### src/pls_regs.svh
`ifndef PLS_REGS_SVH
`define PLS_REGS_SVH

// ----------------------------------------------------------------
// command codes
// ----------------------------------------------------------------
`define PLS_CMD_OT_ACTION   8'h50
`define PLS_CMD_WARN_THR    8'h51
`define PLS_CMD_VIN_OV_THR  8'h55
`define PLS_CMD_TURN_ON_DLY 8'h60
`define PLS_CMD_RISE_TIME   8'h61

// ----------------------------------------------------------------
// fixed read-only upper parts (exponent plus zero bits)
// ----------------------------------------------------------------
`define PLS_OT_ACTION_TOP   2'h2
`define PLS_WARN_FIXED      10'h040
`define PLS_VIN_OV_FIXED    12'h080
`define PLS_TURN_ON_FIXED   13'h1F00
`define PLS_RISE_FIXED      10'h3E0

// ----------------------------------------------------------------
// restore values
// ----------------------------------------------------------------
`define PLS_RETRY_RST       1'h0
`define PLS_WARN_RST        6'h22
`define PLS_VIN_OV_RST      4'h9
`define PLS_TURN_ON_RST     3'h0
`define PLS_RISE_RST        6'h00

// ----------------------------------------------------------------
// threshold bins
// ----------------------------------------------------------------
`define PLS_WARN_BIN_115    6'h1D
`define PLS_WARN_BIN_120    6'h1E
`define PLS_WARN_BIN_125    6'h1F
`define PLS_WARN_BIN_130    6'h20
`define PLS_TEMP_110        8'h6E
`define PLS_TEMP_115        8'h73
`define PLS_TEMP_120        8'h78
`define PLS_TEMP_125        8'h7D
`define PLS_TEMP_130        8'h82
`define PLS_VIN_BIN_HIGH    4'h9
`define PLS_VIN_MV_HIGH     16'h4844
`define PLS_VIN_MV_LOW      16'h4074

// ----------------------------------------------------------------
// timing
// ----------------------------------------------------------------
`define PLS_CLK_MHZ         40
`define PLS_MIN_DLY_US      50
`define PLS_MIN_DLY_CYC     (`PLS_MIN_DLY_US * `PLS_CLK_MHZ)
`define PLS_STEP_US         500
`define PLS_STEP_CYC        (`PLS_STEP_US * `PLS_CLK_MHZ)
`define PLS_HICCUP_MS       52
`define PLS_HICCUP_CYC      (`PLS_HICCUP_MS * 1000 * `PLS_CLK_MHZ)

`endif

### src/pls_pkg.sv
package pls_pkg;
    typedef enum logic [2:0] {
        PLS_OFF    = 3'b000,
        PLS_DELAY  = 3'b001,
        PLS_RISE   = 3'b010,
        PLS_ON     = 3'b011,
        PLS_HICCUP = 3'b100,
        PLS_LATCH  = 3'b101
    } pls_state_t;
endpackage : pls_pkg

### src/pls_protect_regs.sv
`timescale 1ns/1ps
`default_nettype none
`include "pls_regs.svh"

module pls_protect_regs
    import pls_pkg::*;
#(
    parameter int TW          = 22,
    parameter int STEP_CYC    = `PLS_STEP_CYC,
    parameter int HICCUP_CYC  = `PLS_HICCUP_CYC
) (
    input  wire logic        i_ref_clk,
    input  wire logic        i_rst,
    input  wire logic        i_cmd_valid,
    input  wire logic        i_cmd_write,
    input  wire logic [7:0]  i_cmd_code,
    input  wire logic [15:0] i_cmd_wdata,
    input  wire logic        i_clear_faults,
    input  wire logic        i_enable,
    input  wire logic        i_ot_fault,
    input  wire logic [7:0]  i_die_temp_c,
    input  wire logic [15:0] i_power_input_voltage_mv,
    output logic             o_cmd_done,
    output logic             o_cmd_nack,
    output logic [15:0]      o_cmd_rdata,
    output logic             o_conv_en,
    output logic             o_dac_ramp,
    output logic [2:0]       o_rise_sel,
    output logic             o_temp_warning_flag,
    output logic             o_temp_fault_flag,
    output logic             o_input_overvoltage_flag,
    output logic             o_cml_flag,
    output logic             o_ivd_flag,
    output logic             o_smbalert_n
);

    // ------------------------------------------------------------
    // configuration storage
    // ------------------------------------------------------------
    logic          retry_q;
    logic [5:0]    warn_mant_q;
    logic [3:0]    vin_mant_q;
    logic [2:0]    dly_mant_q;
    logic [5:0]    rise_mant_q;
    logic          wr_ok;
    logic          wr_bad;
    logic          wr_unknown;
    logic [15:0]   rd_val;
    logic [2:0]    retry_field;

    assign retry_field = {3{retry_q}};

    always_comb begin
        wr_ok      = 1'b0;
        wr_unknown = 1'b0;
        rd_val     = 16'h0000;
        unique case (i_cmd_code)
            `PLS_CMD_OT_ACTION: begin
                // retry and mirror must agree, all zeros or all ones
                wr_ok  = (i_cmd_wdata[15:6] == {8'h00, `PLS_OT_ACTION_TOP}) &&
                         (i_cmd_wdata[5:0] == 6'h00 || i_cmd_wdata[5:0] == 6'h3F);
                rd_val = {8'h00, `PLS_OT_ACTION_TOP, retry_field, retry_field};
            end
            `PLS_CMD_WARN_THR: begin
                wr_ok  = (i_cmd_wdata[15:6] == `PLS_WARN_FIXED);
                rd_val = {`PLS_WARN_FIXED, warn_mant_q};
            end
            `PLS_CMD_VIN_OV_THR: begin
                wr_ok  = (i_cmd_wdata[15:4] == `PLS_VIN_OV_FIXED);
                rd_val = {`PLS_VIN_OV_FIXED, vin_mant_q};
            end
            `PLS_CMD_TURN_ON_DLY: begin
                wr_ok  = (i_cmd_wdata[15:3] == `PLS_TURN_ON_FIXED);
                rd_val = {`PLS_TURN_ON_FIXED, dly_mant_q};
            end
            `PLS_CMD_RISE_TIME: begin
                wr_ok  = (i_cmd_wdata[15:6] == `PLS_RISE_FIXED);
                rd_val = {`PLS_RISE_FIXED, rise_mant_q};
            end
            default: begin
                wr_unknown = 1'b1;
            end
        endcase
    end

    assign wr_bad = i_cmd_valid && i_cmd_write && !wr_ok;

    // mantissas store exactly what was written; bins act on them
    always_ff @(posedge i_ref_clk) begin
        if (i_rst) begin
            retry_q     <= `PLS_RETRY_RST;
            warn_mant_q <= `PLS_WARN_RST;
            vin_mant_q  <= `PLS_VIN_OV_RST;
            dly_mant_q  <= `PLS_TURN_ON_RST;
            rise_mant_q <= `PLS_RISE_RST;
        end else if (i_cmd_valid && i_cmd_write && wr_ok) begin
            unique case (i_cmd_code)
                `PLS_CMD_OT_ACTION:   retry_q     <= i_cmd_wdata[5];
                `PLS_CMD_WARN_THR:    warn_mant_q <= i_cmd_wdata[5:0];
                `PLS_CMD_VIN_OV_THR:  vin_mant_q  <= i_cmd_wdata[3:0];
                `PLS_CMD_TURN_ON_DLY: dly_mant_q  <= i_cmd_wdata[2:0];
                `PLS_CMD_RISE_TIME:   rise_mant_q <= i_cmd_wdata[5:0];
                default: begin
                end
            endcase
        end
    end

    // ------------------------------------------------------------
    // command answer, one cycle after the request
    // ------------------------------------------------------------
    always_ff @(posedge i_ref_clk) begin
        if (i_rst) begin
            o_cmd_done  <= 1'b0;
            o_cmd_nack  <= 1'b0;
            o_cmd_rdata <= 16'h0000;
        end else begin
            o_cmd_done  <= i_cmd_valid;
            o_cmd_nack  <= i_cmd_valid && (wr_unknown || wr_bad);
            if (i_cmd_valid && !i_cmd_write) begin
                o_cmd_rdata <= rd_val;
            end
        end
    end

    // ------------------------------------------------------------
    // threshold bins and comparators
    // ------------------------------------------------------------
    logic [7:0]  warn_c;
    logic [15:0] vin_thr_mv;
    logic        warn_hit;
    logic        vin_ov;

    always_comb begin
        // codes below the lowest bin use 110, codes above the highest use 130
        if (warn_mant_q >= `PLS_WARN_BIN_130) begin
            warn_c = `PLS_TEMP_130;
        end else if (warn_mant_q == `PLS_WARN_BIN_125) begin
            warn_c = `PLS_TEMP_125;
        end else if (warn_mant_q == `PLS_WARN_BIN_120) begin
            warn_c = `PLS_TEMP_120;
        end else if (warn_mant_q == `PLS_WARN_BIN_115) begin
            warn_c = `PLS_TEMP_115;
        end else begin
            warn_c = `PLS_TEMP_110;
        end
    end

    assign vin_thr_mv = (vin_mant_q >= `PLS_VIN_BIN_HIGH) ? `PLS_VIN_MV_HIGH
                                                          : `PLS_VIN_MV_LOW;
    assign warn_hit   = (i_die_temp_c >= warn_c);
    assign vin_ov     = (i_power_input_voltage_mv > vin_thr_mv);

    // ------------------------------------------------------------
    // sequencer timing
    // ------------------------------------------------------------
    logic [TW-1:0] dly_cyc;
    logic [TW-1:0] rise_cyc;
    logic [2:0]    rise_sel;

    always_comb begin
        unique case (dly_mant_q)
            3'h0:    dly_cyc = TW'(`PLS_MIN_DLY_CYC);
            3'h1:    dly_cyc = TW'(STEP_CYC);
            3'h2:    dly_cyc = TW'(2 * STEP_CYC);
            default: dly_cyc = TW'(4 * STEP_CYC);
        endcase
        if (rise_mant_q >= 6'h20) begin
            rise_sel = 3'h5;
        end else if (rise_mant_q >= 6'h10) begin
            rise_sel = 3'h4;
        end else if (rise_mant_q >= 6'h08) begin
            rise_sel = 3'h3;
        end else if (rise_mant_q >= 6'h04) begin
            rise_sel = 3'h2;
        end else if (rise_mant_q >= 6'h02) begin
            rise_sel = 3'h1;
        end else begin
            rise_sel = 3'h0;
        end
        rise_cyc = TW'(STEP_CYC) << rise_sel;
    end

    // ------------------------------------------------------------
    // power sequencer
    // ------------------------------------------------------------
    pls_state_t    state_q;
    pls_state_t    state_d;
    logic [TW-1:0] tmr_q;
    logic          tmr_load;
    logic [TW-1:0] tmr_val;
    logic          running;

    assign running = (state_q == PLS_DELAY) || (state_q == PLS_RISE) ||
                     (state_q == PLS_ON) || (state_q == PLS_HICCUP);

    always_comb begin
        state_d  = state_q;
        tmr_load = 1'b0;
        tmr_val  = '0;
        unique case (state_q)
            PLS_OFF: begin
                if (i_enable && !i_ot_fault && !vin_ov) begin
                    state_d  = PLS_DELAY;
                    tmr_load = 1'b1;
                    tmr_val  = dly_cyc;
                end
            end
            PLS_DELAY: begin
                if (tmr_q == '0) begin
                    state_d  = PLS_RISE;
                    tmr_load = 1'b1;
                    tmr_val  = rise_cyc;
                end
            end
            PLS_RISE: begin
                if (tmr_q == '0) begin
                    state_d = PLS_ON;
                end
            end
            PLS_ON: begin
            end
            PLS_HICCUP: begin
                if (tmr_q == '0) begin
                    // restart only once the fault has gone
                    state_d  = i_ot_fault ? PLS_HICCUP : PLS_DELAY;
                    tmr_load = 1'b1;
                    tmr_val  = i_ot_fault ? TW'(HICCUP_CYC) : dly_cyc;
                end
            end
            PLS_LATCH: begin
                if (!i_enable && !i_ot_fault && !vin_ov) begin
                    state_d = PLS_OFF;
                end
            end
            default: begin
                state_d = PLS_OFF;
            end
        endcase
        if (running && vin_ov) begin
            state_d  = PLS_LATCH;
            tmr_load = 1'b0;
        end else if (running && !i_enable) begin
            state_d  = PLS_OFF;
            tmr_load = 1'b0;
        end else if (i_ot_fault && (state_q == PLS_DELAY || state_q == PLS_RISE ||
                                    state_q == PLS_ON)) begin
            state_d  = retry_q ? PLS_HICCUP : PLS_LATCH;
            tmr_load = retry_q;
            tmr_val  = TW'(HICCUP_CYC);
        end
    end

    always_ff @(posedge i_ref_clk) begin
        if (i_rst) begin
            state_q <= PLS_OFF;
        end else begin
            state_q <= state_d;
        end
    end

    always_ff @(posedge i_ref_clk) begin
        if (i_rst) begin
            tmr_q <= '0;
        end else if (tmr_load) begin
            tmr_q <= tmr_val;
        end else if (tmr_q != '0) begin
            tmr_q <= tmr_q - TW'(1);
        end
    end

    always_ff @(posedge i_ref_clk) begin
        if (i_rst) begin
            o_conv_en  <= 1'b0;
            o_dac_ramp <= 1'b0;
            o_rise_sel <= 3'h0;
        end else begin
            o_conv_en  <= (state_d == PLS_RISE) || (state_d == PLS_ON);
            o_dac_ramp <= (state_d == PLS_RISE);
            o_rise_sel <= rise_sel;
        end
    end

    // ------------------------------------------------------------
    // status flags and alert; a new event beats a clear
    // ------------------------------------------------------------
    logic warn_d;
    logic fault_d;
    logic vin_d;
    logic cml_d;
    logic ivd_d;

    always_comb begin
        warn_d  = warn_hit || (o_temp_warning_flag && !i_clear_faults);
        fault_d = i_ot_fault || (o_temp_fault_flag && !i_clear_faults);
        vin_d   = vin_ov || (o_input_overvoltage_flag && !i_clear_faults);
        cml_d   = (i_cmd_valid && (wr_unknown || wr_bad)) ||
                  (o_cml_flag && !i_clear_faults);
        ivd_d   = wr_bad || (o_ivd_flag && !i_clear_faults);
    end

    always_ff @(posedge i_ref_clk) begin
        if (i_rst) begin
            o_temp_warning_flag      <= 1'b0;
            o_temp_fault_flag        <= 1'b0;
            o_input_overvoltage_flag <= 1'b0;
            o_cml_flag               <= 1'b0;
            o_ivd_flag               <= 1'b0;
            o_smbalert_n             <= 1'b1;
        end else begin
            o_temp_warning_flag      <= warn_d;
            o_temp_fault_flag        <= fault_d;
            o_input_overvoltage_flag <= vin_d;
            o_cml_flag               <= cml_d;
            o_ivd_flag               <= ivd_d;
            o_smbalert_n             <= !(warn_d || fault_d || vin_d || cml_d);
        end
    end
endmodule : pls_protect_regs
`default_nettype wire

### config.mk
export PLATFORM = sky130hd
export DESIGN_NAME = pls_protect_regs
export DESIGN_NICKNAME = d
export VERILOG_FILES = /design/src/pls_pkg.sv /design/src/pls_protect_regs.sv
export VERILOG_INCLUDE_DIRS = /design/src
export SDC_FILE = /design/constraint.sdc
export NUM_CORES = 1
export LEC_CHECK = 0
export BUFFER_PORTS_ARGS = -buffer_cell sky130_fd_sc_hd__buf_2
export CORE_MARGIN = 2
export CORE_UTILIZATION = 29
export CTS_BUF_LIST = sky130_fd_sc_hd__clkbuf_4 sky130_fd_sc_hd__clkbuf_8 sky130_fd_sc_hd__clkbuf_16
export DETAILED_ROUTE_END_ITERATION = 7
export SLEW_MARGIN = 10
export SYNTH_ARGS = -nofsm -noshare
export SYNTH_HDL_FRONTEND = slang
export SYNTH_SLANG_ARGS = --single-unit
### constraint.sdc
create_clock -name i_ref_clk -period 6.05 [get_ports i_ref_clk]
set_input_delay 0 -clock i_ref_clk [delete_from_list [all_inputs] [get_ports i_ref_clk]]
set_output_delay 0 -clock i_ref_clk [all_outputs]
set_load 0.03 [all_outputs]
==> impl_metrics.toml <==
[cts]
clk_pin_slew_ns = 0.06
htreeDepth = 3
cts_root_buf = "clkbuf_16"
cts_made_buffers = 9
tritoncts_num_sinks = 68
clockBufferDepth = 2
clock_latency_ns = 0.34
postCtsSetupBuffers = 0
cts_tree = "built"

[global_route]
grt_max_degree = 67
global_route.usage.met3_pct = 3.09
grt_pass1_vias = 3963
use_met2_pct = 26.4
grtUsageMet1_pct = 17.6
grt_overflow = 0
grt_usage_pct = 14.8
busiest_layer = "met2"
antenna_found_initial = 0
grt_pass1_wl_um = 19100

[timing]
drv_slew = 0
rsz0062_at_grt = "no"
tightest_slew_ns = 0.807
hold_slack_ns = 0.00990
hold_viol = 0
maxClockFrequency_mhz = 317
slew_headroom_pct = 45.6
finalCritPeriodShare_pct = 52.2
setup_viol = 0
period_needed_ns = 3.16
setup_tns_ns = 0
skew_ns = 0.00712

[floorplanning]
start_util_pct = 29.3
core.rowCount = 44
dieArea_mm2 = 0.0155
dieHeight_um = 124
pin_count = 84
core_area_mm2 = 0.0144
die_w_um = 124

[route]
via_per_inst = 5.35
routed-via-count = 4196
wl_per_cell_um = 14.9
drt_first_iter_violations = 194
drcViolationCount = 0
dr.pass1.iters = 5
antenna_left = 0
drt_wl_total_um = 11700

[synth]
yosysWarnings = 0
asyncSetResetFlopFracSynth_pct = 0
synth_seq_cells = 68
synth-seq-area-share_pct = 32.4
netlist_area_mm2 = 0.00421
yosysTopAreaCellShare_pct = 32.4
ys.flop_type = "dfxtp_1"
ys_types = 69
synthTopCellsByArea = "dfxtp_1 32%, nor2_1 6.9%, mux2i_1 5.2%"
synth_edf_count = 0
yosysTopAreaCell = "dfxtp_1"
post_synth.cell_area_avg_um2 = 7.98
netlist_instances = 527

[worst_setup_path]
cp-start-kind = "register"
cp.required_ns = 6.30
cp.arrival_ns = 3.40
critPathCaptureType = "register"
critical_path_class = "register to register"
cp_max_fo = 11

[cells_and_area]
layout_commonest_cell = "buf_2"
syn2layout_area_growth_pct = 20.6
fin_util_pct = 35.3
final_cell_mix = "79 x buf_2, 77 x nor2_1, 68 x dfxtp_1"
antenna_cells = 0
instances_no_fill = 785
drive_gt1_share_pct = 18.8
final_nets = 668

[pwr]
p_leak_nw = 2.06
vdd_ir_drop_max_mv = 0.127
power.density_mw_per_mm2 = 342

[placed_design]
gp_congestion = 0.888
dp_cells = 765
hpwlAfterDp_um = 8890
io_buffers = 79

[worst_hold_path]
min_path_type = "input port to register"

[outcome]
outcome = "finished, final reports clean"

[flow_run]
cap_violations = 0
-- kinds of logic after synthesis --
group           Yosys count  share of synthesized area (%)
compound gates          130                           21.1
simple gates            226                           27.9
other cells               1                         0.0892
xor+xnor                 14                           2.92
mux                      23                           5.50
buf+inv                  48                           5.06
flops                    68                           32.4
fa+ha+maj                17                           5.06
-- where the power goes --
| part | switching (mW) | internal (mW) |
|---|---|---|
| Combinational | 0.335 | 0.245 |
| Sequential | 0.0728 | 0.513 |
| Clock | 0.193 | 0.374 |
| Total | 0.601 | 1.13 |
-- worst paths after layout --
kind / slack, ns / startpoint / endpoint / cells past startpoint
hold / removal: 0.01 / i_cmd_wdata[0] / dly_mant_q[0] / 3
setup reg to reg: 2.89 / tmr_q[0] / tmr_q[17] / 9
setup / recovery: 2.89 / tmr_q[0] / tmr_q[17] / 9
hold reg to reg: 0.46 / o_cmd_rdata[7] / o_cmd_rdata[7] / 2
-- metal layers --
metal	share of wire (%)	wire, µm
met1	42	4920
met2	51	5930
met3	5.1	598
met4	2.3	272
met5	0	0
-- cells in the mapped netlist, types with 6 or more instances --
| library cell | number |
|---|---|
| nor3_1 | 24 |
| o22ai_1 | 6 |
| nand2_1 | 29 |
| nand3b_1 | 6 |
| inv_1 | 19 |
| nor4_1 | 9 |
| buf_4 | 7 |
| a21oi_1 | 39 |
| or4_1 | 6 |
| ha_1 | 17 |
| or3_1 | 8 |
| xnor2_1 | 9 |
| nand4_1 | 7 |
| o21ai_0 | 23 |
| mux2i_1 | 22 |
| nand2b_1 | 13 |
| a211oi_1 | 14 |
| dfxtp_1 | 68 |
| nand3_1 | 13 |
| clkbuf_1 | 16 |
| nor2_1 | 77 |
-- flip-flops by register name, indices dropped and copies added, names as in the netlist, 3 cells and up --
signal and cells:
o_cmd_rdata 10, rise_mant_q 6, tmr_q 22, state_q 3
dly_mant_q 3, o_rise_sel 3, vin_mant_q 4, warn_mant_q 6
-- through the flow --
step | instance area, µm² | setup WS (ns) | power, mW
after floorplan | 4220 | 3.47 | 1.04
after global placement | 4710 | 3.09 | 1.16
after CTS | 5070 | 2.93 | 1.74
after detailed placement | 4710 | 2.94 | 1.17
after global routing | 5070 | 2.53 | 1.84
final | 5070 | 2.89 | 1.73
-- critical path, stage by stage (launching register included) --
cell and delay [ns]:
dfxtp_1 0.31, inv_1 0.09, ha_1 0.23, nor4b_1 0.43, and4b_1 0.51, nand2_2 0.17, or4_1 0.65, nor2_1 0.34
a21oi_1 0.12, o31ai_1 0.23
-- cell type report --
| class | instances | area, µm² |
|---|---|---|
| multi-input combinational | 414 | 2640 |
| fill | 1502 | 9300 |
| clock inverter | 5 | 75.1 |
| tap | 184 | 230 |
| timing repair buffer | 84 | 443 |
| clock buffer | 11 | 246 |
| inverter | 19 | 71.3 |
| sequential | 68 | 1360 |
-- timing repair --
action / 4_1_cts / 5_1_grt
endpoints found under the hold margin: 5 / 0
hold buffers: 4 / 0
resized for setup: 0 / 0
(Power assumes the default switching activity.)
